===== config.mk =====
export PLATFORM = sky130hd
export DESIGN_NAME = msel_top
export DESIGN_NICKNAME = d
export VERILOG_FILES = /design/src/pkg/msel_pkg.sv /design/src/core/msel_top.sv /design/src/core/msel_sync2.sv
export SDC_FILE = /design/constraint.sdc
export NUM_CORES = 1
export LEC_CHECK = 0
export BUFFER_PORTS_ARGS = -buffer_cell sky130_fd_sc_hd__buf_4
export CAP_MARGIN = 15
export CORE_MARGIN = 3
export CORE_UTILIZATION = 45
export CTS_CLUSTER_DIAMETER = 200
export DETAILED_ROUTE_END_ITERATION = 7
export GPL_TIMING_DRIVEN = 0
export PLACE_DENSITY = 0.76
export SLEW_MARGIN = 0
export SYNTH_ARGS = -nofsm -noshare
export SYNTH_HDL_FRONTEND = slang
export SYNTH_SLANG_ARGS = --single-unit

===== constraint.sdc =====
create_clock -name CORE_CLK_I -period 1.6 [get_ports CORE_CLK_I]
set_input_delay 0.24 -clock CORE_CLK_I [delete_from_list [all_inputs] [get_ports CORE_CLK_I]]
set_output_delay 0.24 -clock CORE_CLK_I [all_outputs]
set_load 0.02 [all_outputs]

===== src/pkg/msel_pkg.sv =====
// Constants for the modulation source selector: register map, fields,
// reset values and source select codes.
// Assumes an 8-bit register port with word-indexed addresses.
`default_nettype none
package msel_pkg;
  localparam int        ADDR_W         = 4;
  localparam int        DATA_W         = 8;
  localparam int        NUM_PINS       = 4;
  // Register indices
  localparam logic [3:0] MOD_CTRL_ADDR  = 4'h0;
  localparam logic [3:0] MOD_SRC_ADDR   = 4'h1;
  // Field positions
  localparam int        MANUAL_BIT_POS = 0;
  localparam int        SRC_DIS_POS    = 7;
  localparam int        SRC_SEL_LSB    = 0;
  localparam int        SRC_SEL_W      = 4;
  // Reset values
  localparam logic       MANUAL_RST     = 1'h0;
  localparam logic       SRC_DIS_RST    = 1'h0;
  localparam logic [3:0] SRC_SEL_RST    = 4'h0;
  // Source select codes
  localparam logic [3:0] SEL_MANUAL     = 4'h0;
  localparam logic [3:0] SEL_MOD_PIN    = 4'h1;
  localparam logic [3:0] SEL_PWM        = 4'h2;
  localparam logic [3:0] SEL_COMP       = 4'h6;
  localparam logic [3:0] SEL_SYNC_SDO   = 4'h8;
  localparam logic [3:0] SEL_ASYNC_TX   = 4'hA;
  // Pin output slots
  localparam int        PIN_PWM        = 0;
  localparam int        PIN_COMP       = 1;
  localparam int        PIN_SDO        = 2;
  localparam int        PIN_TX         = 3;
  localparam logic [3:0] PIN_SEL [NUM_PINS] =
    '{SEL_PWM, SEL_COMP, SEL_SYNC_SDO, SEL_ASYNC_TX};
endpackage
`default_nettype wire


===== src/core/msel_top.sv =====
// Modulation source selector: register port, source multiplexer and
// gating of the selected peripheral's own output pin.
// Assumes on-chip sources on CORE_CLK_I except comparator and mod pin.
`timescale 1ns/1ps
`default_nettype none
module msel_top
(
  input  wire logic                       CORE_CLK_I,
  input  wire logic                       RESET_I,
  input  wire logic [msel_pkg::ADDR_W-1:0] REG_ADDR_I,
  input  wire logic [msel_pkg::DATA_W-1:0] REG_WDATA_I,
  input  wire logic                       REG_WR_I,
  input  wire logic                       REG_RD_I,
  output logic      [msel_pkg::DATA_W-1:0] REG_RDATA_O,
  input  wire logic                       ASYNC_TX_I,
  input  wire logic                       SYNC_SDO_I,
  input  wire logic                       COMP_OUT_I,
  input  wire logic                       PWM_OUT_I,
  input  wire logic                       PWM_MODE_I,
  input  wire logic                       MOD_PIN_I,
  output logic                            MOD_SIGNAL_O,
  output logic                            PWM_PIN_O,
  output logic                            COMP_PIN_O,
  output logic                            SDO_PIN_O,
  output logic                            TX_PIN_O
);
  import msel_pkg::*;

  // Does the code name a connected channel
  function automatic logic code_valid(input logic [3:0] c);
    case (c)
      SEL_MANUAL, SEL_MOD_PIN, SEL_PWM,
      SEL_COMP, SEL_SYNC_SDO, SEL_ASYNC_TX: code_valid = 1'b1;
      default:                               code_valid = 1'b0;
    endcase
  endfunction

  logic       manual_r,  manual_nxt;
  logic       src_dis_r, src_dis_nxt;
  logic [3:0] src_sel_r, src_sel_nxt;
  logic [7:0] rdata_nxt;
  logic       mod_nxt;
  logic       comp_s, modpin_s;
  logic [NUM_PINS-1:0] pin_src, pin_r, pin_nxt;

  // Comparator and mod pin are not clocked by the core
  msel_sync2 u_sync_comp (
    .clk_i (CORE_CLK_I),
    .rst_i (RESET_I),
    .d_i   (COMP_OUT_I),
    .q_o   (comp_s)
  );
  msel_sync2 u_sync_pin (
    .clk_i (CORE_CLK_I),
    .rst_i (RESET_I),
    .d_i   (MOD_PIN_I),
    .q_o   (modpin_s)
  );

  always_comb begin
    manual_nxt  = manual_r;
    src_dis_nxt = src_dis_r;
    src_sel_nxt = src_sel_r;
    rdata_nxt   = 8'h00;
    if (REG_WR_I && REG_ADDR_I == MOD_CTRL_ADDR) begin
      manual_nxt = REG_WDATA_I[MANUAL_BIT_POS];
    end
    if (REG_WR_I && REG_ADDR_I == MOD_SRC_ADDR) begin
      src_dis_nxt = REG_WDATA_I[SRC_DIS_POS];
      src_sel_nxt = REG_WDATA_I[SRC_SEL_LSB +: SRC_SEL_W];
    end
    if (REG_RD_I) begin
      case (REG_ADDR_I)
        MOD_CTRL_ADDR: rdata_nxt[MANUAL_BIT_POS] = manual_r;
        MOD_SRC_ADDR: begin
          rdata_nxt[SRC_DIS_POS]                   = src_dis_r;
          rdata_nxt[SRC_SEL_LSB +: SRC_SEL_W]      = src_sel_r;
        end
        default:       rdata_nxt = 8'h00;
      endcase
    end
  end

  // Source multiplexer; reserved codes leave the modulator input low
  always_comb begin
    case (src_sel_r)
      SEL_MANUAL:   mod_nxt = manual_r;
      SEL_MOD_PIN:  mod_nxt = modpin_s;
      SEL_PWM:      mod_nxt = PWM_OUT_I & PWM_MODE_I;
      SEL_COMP:     mod_nxt = comp_s;
      SEL_SYNC_SDO: mod_nxt = SYNC_SDO_I;
      SEL_ASYNC_TX: mod_nxt = ASYNC_TX_I;
      default:      mod_nxt = 1'b0;
    endcase
  end

  assign pin_src = {ASYNC_TX_I, SYNC_SDO_I, comp_s, PWM_OUT_I};

  generate
    for (genvar g = 0; g < NUM_PINS; g++) begin : g_pin
      always_comb begin
        pin_nxt[g] = pin_src[g] &
                     ~(src_dis_r && src_sel_r == PIN_SEL[g]);
      end
    end
  endgenerate

  // Source register has no reset beyond power-on; RESET_I stands in for it
  always_ff @(posedge CORE_CLK_I) begin
    if (RESET_I) begin
      manual_r  <= MANUAL_RST;
      src_dis_r <= SRC_DIS_RST;
      src_sel_r <= SRC_SEL_RST;
    end else begin
      manual_r  <= manual_nxt;
      src_dis_r <= src_dis_nxt;
      src_sel_r <= src_sel_nxt;
    end
  end

  always_ff @(posedge CORE_CLK_I) begin
    if (RESET_I) begin
      REG_RDATA_O  <= 8'h00;
      MOD_SIGNAL_O <= 1'b0;
      pin_r        <= '0;
    end else begin
      REG_RDATA_O  <= rdata_nxt;
      MOD_SIGNAL_O <= mod_nxt;
      pin_r        <= pin_nxt;
    end
  end

  always_comb begin
    PWM_PIN_O  = pin_r[PIN_PWM];
    COMP_PIN_O = pin_r[PIN_COMP];
    SDO_PIN_O  = pin_r[PIN_SDO];
    TX_PIN_O   = pin_r[PIN_TX];
  end

  a_tx_pin_gate: assert property (
    @(posedge CORE_CLK_I) disable iff (RESET_I)
    (src_dis_r && src_sel_r == SEL_ASYNC_TX) |=> !TX_PIN_O)
    else $error("TX pin driven while disabled");
  a_pwm_pin_gate: assert property (
    @(posedge CORE_CLK_I) disable iff (RESET_I)
    (src_dis_r && src_sel_r == SEL_PWM) |=> !PWM_PIN_O)
    else $error("PWM pin driven while disabled");
  a_comp_pin_gate: assert property (
    @(posedge CORE_CLK_I) disable iff (RESET_I)
    (src_dis_r && src_sel_r == SEL_COMP) |=> !COMP_PIN_O)
    else $error("comparator pin driven while disabled");
  a_sdo_pin_gate: assert property (
    @(posedge CORE_CLK_I) disable iff (RESET_I)
    (src_dis_r && src_sel_r == SEL_SYNC_SDO) |=> !SDO_PIN_O)
    else $error("SDO pin driven while disabled");
  a_pin_pass: assert property (
    @(posedge CORE_CLK_I) disable iff (RESET_I)
    (!src_dis_r) |=> SDO_PIN_O == $past(SYNC_SDO_I))
    else $error("SDO pin not passed through");
  a_tx_pin_pass: assert property (
    @(posedge CORE_CLK_I) disable iff (RESET_I)
    !(src_dis_r && src_sel_r == SEL_ASYNC_TX) |=>
      TX_PIN_O == $past(ASYNC_TX_I))
    else $error("TX pin not passed through");
  a_dis_write: assert property (
    @(posedge CORE_CLK_I) disable iff (RESET_I)
    (REG_WR_I && REG_ADDR_I == MOD_SRC_ADDR) |=>
      src_dis_r == $past(REG_WDATA_I[SRC_DIS_POS]))
    else $error("disable bit not written");
  a_sel_write: assert property (
    @(posedge CORE_CLK_I) disable iff (RESET_I)
    (REG_WR_I && REG_ADDR_I == MOD_SRC_ADDR) |=>
      src_sel_r == $past(REG_WDATA_I[3:0]))
    else $error("select field not written");
  a_src_readback: assert property (
    @(posedge CORE_CLK_I) disable iff (RESET_I)
    (REG_RD_I && REG_ADDR_I == MOD_SRC_ADDR) |=>
      REG_RDATA_O == {$past(src_dis_r), 3'h0, $past(src_sel_r)})
    else $error("source register read back wrong");
  a_rdata_idle: assert property (
    @(posedge CORE_CLK_I) disable iff (RESET_I)
    !REG_RD_I |=> REG_RDATA_O == 8'h00)
    else $error("read data outside read cycle");
  // Synced inputs need two reset-free edges before the route is defined
  a_mod_pin: assert property (
    @(posedge CORE_CLK_I) disable iff (RESET_I)
    (src_sel_r == SEL_MOD_PIN && !$past(RESET_I) && !$past(RESET_I, 2))
      |=> MOD_SIGNAL_O == $past(MOD_PIN_I, 3))
    else $error("mod pin not routed");
  a_comp_route: assert property (
    @(posedge CORE_CLK_I) disable iff (RESET_I)
    (src_sel_r == SEL_COMP && !$past(RESET_I) && !$past(RESET_I, 2))
      |=> MOD_SIGNAL_O == $past(COMP_OUT_I, 3))
    else $error("comparator not routed");
  a_tx_route: assert property (
    @(posedge CORE_CLK_I) disable iff (RESET_I)
    (src_sel_r == SEL_ASYNC_TX) |=> MOD_SIGNAL_O == $past(ASYNC_TX_I))
    else $error("async TX not routed");
  a_sdo_route: assert property (
    @(posedge CORE_CLK_I) disable iff (RESET_I)
    (src_sel_r == SEL_SYNC_SDO) |=> MOD_SIGNAL_O == $past(SYNC_SDO_I))
    else $error("sync SDO not routed");
  a_pwm_pass: assert property (
    @(posedge CORE_CLK_I) disable iff (RESET_I)
    (src_sel_r == SEL_PWM && PWM_MODE_I) |=>
      MOD_SIGNAL_O == $past(PWM_OUT_I))
    else $error("PWM not routed in PWM mode");
  a_pwm_route: assert property (
    @(posedge CORE_CLK_I) disable iff (RESET_I)
    (src_sel_r == SEL_PWM && !PWM_MODE_I) |=> !MOD_SIGNAL_O)
    else $error("PWM routed outside PWM mode");
  a_reserved_low: assert property (
    @(posedge CORE_CLK_I) disable iff (RESET_I)
    !code_valid(src_sel_r) |=> !MOD_SIGNAL_O)
    else $error("reserved code drives modulator");
  a_manual_bit: assert property (
    @(posedge CORE_CLK_I) disable iff (RESET_I)
    (REG_WR_I && REG_ADDR_I == MOD_CTRL_ADDR && src_sel_r == SEL_MANUAL
     && !(REG_WR_I && REG_ADDR_I == MOD_SRC_ADDR)) |=>
      ##1 MOD_SIGNAL_O == $past(REG_WDATA_I[0], 2))
    else $error("manual bit not on modulator");
  a_ctrl_readback: assert property (
    @(posedge CORE_CLK_I) disable iff (RESET_I)
    (REG_RD_I && REG_ADDR_I == MOD_CTRL_ADDR) |=>
      REG_RDATA_O == {7'h00, $past(manual_r)})
    else $error("control register read back wrong");
  a_sel_holds: assert property (
    @(posedge CORE_CLK_I) disable iff (RESET_I)
    !(REG_WR_I && REG_ADDR_I == MOD_SRC_ADDR) |=> $stable(src_sel_r))
    else $error("select changed without write");
  a_dis_holds: assert property (
    @(posedge CORE_CLK_I) disable iff (RESET_I)
    !(REG_WR_I && REG_ADDR_I == MOD_SRC_ADDR) |=> $stable(src_dis_r))
    else $error("disable bit changed without write");
  a_reset_clear: assert property (
    @(posedge CORE_CLK_I)
    RESET_I |=> (src_sel_r == SRC_SEL_RST && src_dis_r == SRC_DIS_RST &&
      manual_r == MANUAL_RST && !MOD_SIGNAL_O && REG_RDATA_O == 8'h00))
    else $error("reset values not loaded");
endmodule
`default_nettype wire


===== src/core/msel_sync2.sv =====
// Two-flop synchroniser for levels entering the core clock domain.
// Assumes the input is a slowly changing level.
`timescale 1ns/1ps
`default_nettype none
module msel_sync2 (
  input  wire logic clk_i,
  input  wire logic rst_i,
  input  wire logic d_i,
  output logic      q_o
);
  logic meta_r;
  logic meta_nxt;
  logic q_nxt;

  always_comb begin
    meta_nxt = d_i;
    q_nxt    = meta_r;
  end

  // First stage feeds only the second
  always_ff @(posedge clk_i) begin
    if (rst_i) begin
      meta_r <= 1'b0;
      q_o    <= 1'b0;
    end else begin
      meta_r <= meta_nxt;
      q_o    <= q_nxt;
    end
  end
endmodule
`default_nettype wire


==> results.ini <==
[clock_tree]
cts_buffers=3
cts.sinks=20
post_cts_resized=0
clock_latency_ns=0.30
cts_tree=built
htree_levels=1
root_buffer=clkbuf_4
post-cts-setup-buffers=0
clk_pin_slew_ns=0.11
cts_hold_buf=0
cts_buffer_depth=2

[flow_run]
maxCapViolCount=0

[die]
io-pin-count=35
die_h_um=49.39
fp.dieArea_mm2=0.002439
rows=15
fp.dieW_um=49.39
core_area_mm2=0.001745
start_util_pct=48.53

[grt]
antenna_found_initial=0
grt_pass1_wl_um=2960
grt_pass1_vias=653
grt_usage_pct=16.14
grt_max_degree=13
grt_overflow_total=0

[timing]
grt_setup_unrepaired=no
fin_tns_setup_ns=0
slew_viol_final=0
skew_ns=0.001277
period_share_pct=82.43
final-setup-viol-count=0
hold_viol=0
max_freq_ghz=0.7582
fin_crit_ns=1.319

[logic_synthesis]
syn_area_per_cell_um2=10.33
netlist_area_um2=847.1
ys_seq_elements=20
ys_seq_area_share_pct=47.27
yosysUniqueCellTypes=27
syn_inst=82
ys_warn_count=0

[layout]
post-route-cell-area_mm2=0.001149
area_growth_pct=35.60
fin_cells=141
fill_cells=159
drive_gt1_share_pct=35.34
layout_common_cells=buf_4, dfxtp_1, nand2b_1
antenna_cells=0
nets=139
layout_commonest_cell=buf_4

[worst_setup_path]
r2r_start=src_sel_r[1]
r2r-end=MOD_SIGNAL_O
worst_ep_required_time_ns=1.85
critical_path_class=register to register
critPathLaunch=src_sel_r[1]
startpoint_type=register
rrSetupSlack_ns=0.28
critPathCapture=MOD_SIGNAL_O
r2r_cells=4
crit_arrival_ns=1.57
crit_fanout=10
end_kind=register

[detailed_routing]
wl_um=1788
drtIter0Drc=5
first_pass_iters=4
vias=708
viasPerCell=5.021
wire_per_inst_um=12.68
drtAntennaViolNets=0
drc_errors=0

[status]
outcome=complete, no violations

[pwr]
p_leak_nw=0.5064
powerDensity_mw_per_mm2=895.2
ir_worst_vdd_mv=0.5139
p_total_mw=1.028

[placement]
port_buffers=28
place_area_mm2=0.001096
place_congestion=0.7819
dp_cells=137
dp_hpwl_um=1211

[min_path]
hold_class=input port to register

[Yosys cell counts]
library cell / instances / area (um2)
nor3_1: 1 / 5.000
nand3_1: 1 / 5.000
buf_4: 6 / 45.04
nor4bb_1: 1 / 10.01
a2111oi_0: 1 / 8.760
nor2_1: 2 / 7.510
and3_1: 1 / 6.260
a211o_1: 1 / 8.760
and4b_1: 2 / 20.02
nor4_1: 1 / 6.260
nor3b_1: 3 / 22.52
a2111oi_2: 1 / 15.01
nand4b_1: 2 / 17.52
a41oi_1: 1 / 8.760
nand2_1: 2 / 7.510
o31ai_1: 1 / 7.510
dfxtp_1: 20 / 400.4
clkbuf_1: 1 / 3.750
nand3b_1: 2 / 15.01
nand2b_1: 12 / 75.07
conb_1: 1 / 3.750
nor4b_1: 1 / 8.760
and2_1: 4 / 25.02
or3b_1: 1 / 8.760
buf_2: 2 / 10.01
mux2i_1: 7 / 70.07
nor2b_1: 4 / 25.02
[cell families (layout without fill, tap and decap cells)]
logic type	after synthesis	count (layout)	synth area share [%]
flops	20	20	47.27
other cells	1	3	0.4427
simple gates	40	40	31.31
buf+inv	9	41	6.942
mux	7	7	8.272
compound gates	5	5	5.761
[worst min-delay path by stage]
stage	from	to	slack [ns]	depth (start not counted)
after floorplan	COMP_OUT_I	u_sync_comp.meta_r	0.37	1
after global placement	u_sync_pin.meta_r	u_sync_pin.q_o	0.42	1
after detailed placement	u_sync_pin.meta_r	u_sync_pin.q_o	0.43	1
after CTS	MOD_PIN_I	u_sync_pin.meta_r	0.14	2
after global routing	COMP_OUT_I	u_sync_comp.meta_r	0.13	2
final	COMP_OUT_I	u_sync_comp.meta_r	0.14	2
[critical path, stage by stage, from the launching register on]
cell	delay (ns)
dfxtp_1	0.32
buf_4	0.16
nand3b_1	0.15
a2111oi_0	0.48
a211o_1	0.16
[through the flow]
step | setup slack, ns | hold slack, ns | util (%)
floorplan | 0.4008 | 0.3682 | -
global placement | 0.3135 | 0.4206 | 62.80
detailed placement | 0.2618 | 0.4340 | 62.80
CTS | 0.2951 | 0.1365 | 65.81
global route | 0.1588 | 0.1288 | 65.81
finish | 0.2811 | 0.1400 | 65.81
[layer usage]
| layer | share of wire [%] | global-route usage, % | vias to the layer above |
|---|---|---|---|
| li1 | - | - | 349 |
| met1 | 39 | 18.91 | 332 |
| met2 | 52 | 26.79 | 23 |
| met3 | 5.8 | 2.446 | 4 |
| met4 | 3.0 | 11.06 | 0 |
| met5 | 0 | 0 | - |
[sequential cells by signal, indices dropped and copies added (netlist names)]
register,count
MOD_SIGNAL_O,1
REG_RDATA_O,5
manual_r,1
pin_r,4
src_dis_r,1
src_sel_r,4
u_sync_comp.meta_r,1
u_sync_comp.q_o,1
u_sync_pin.meta_r,1
u_sync_pin.q_o,1
[cell type report]
type	instances	area (um2)	area share, %
Clock inverter	1	30.03	2.614
Clock buffer	3	22.52	1.961
Tap cell	25	31.28	2.723
Sequential cell	20	400.4	34.86
Multi-Input combinational cell	55	395.4	34.42
Timing Repair Buffer	28	210.2	18.30
Buffer	9	58.81	5.120
[where the power goes]
part / leakage [nW] / switching, mW / internal, mW
Sequential: 0.163 / 0.00434 / 0.509
Combinational: 0.316 / 0.0434 / 0.0591
Clock: 0.0279 / 0.159 / 0.253
(Power assumes the default switching activity.)
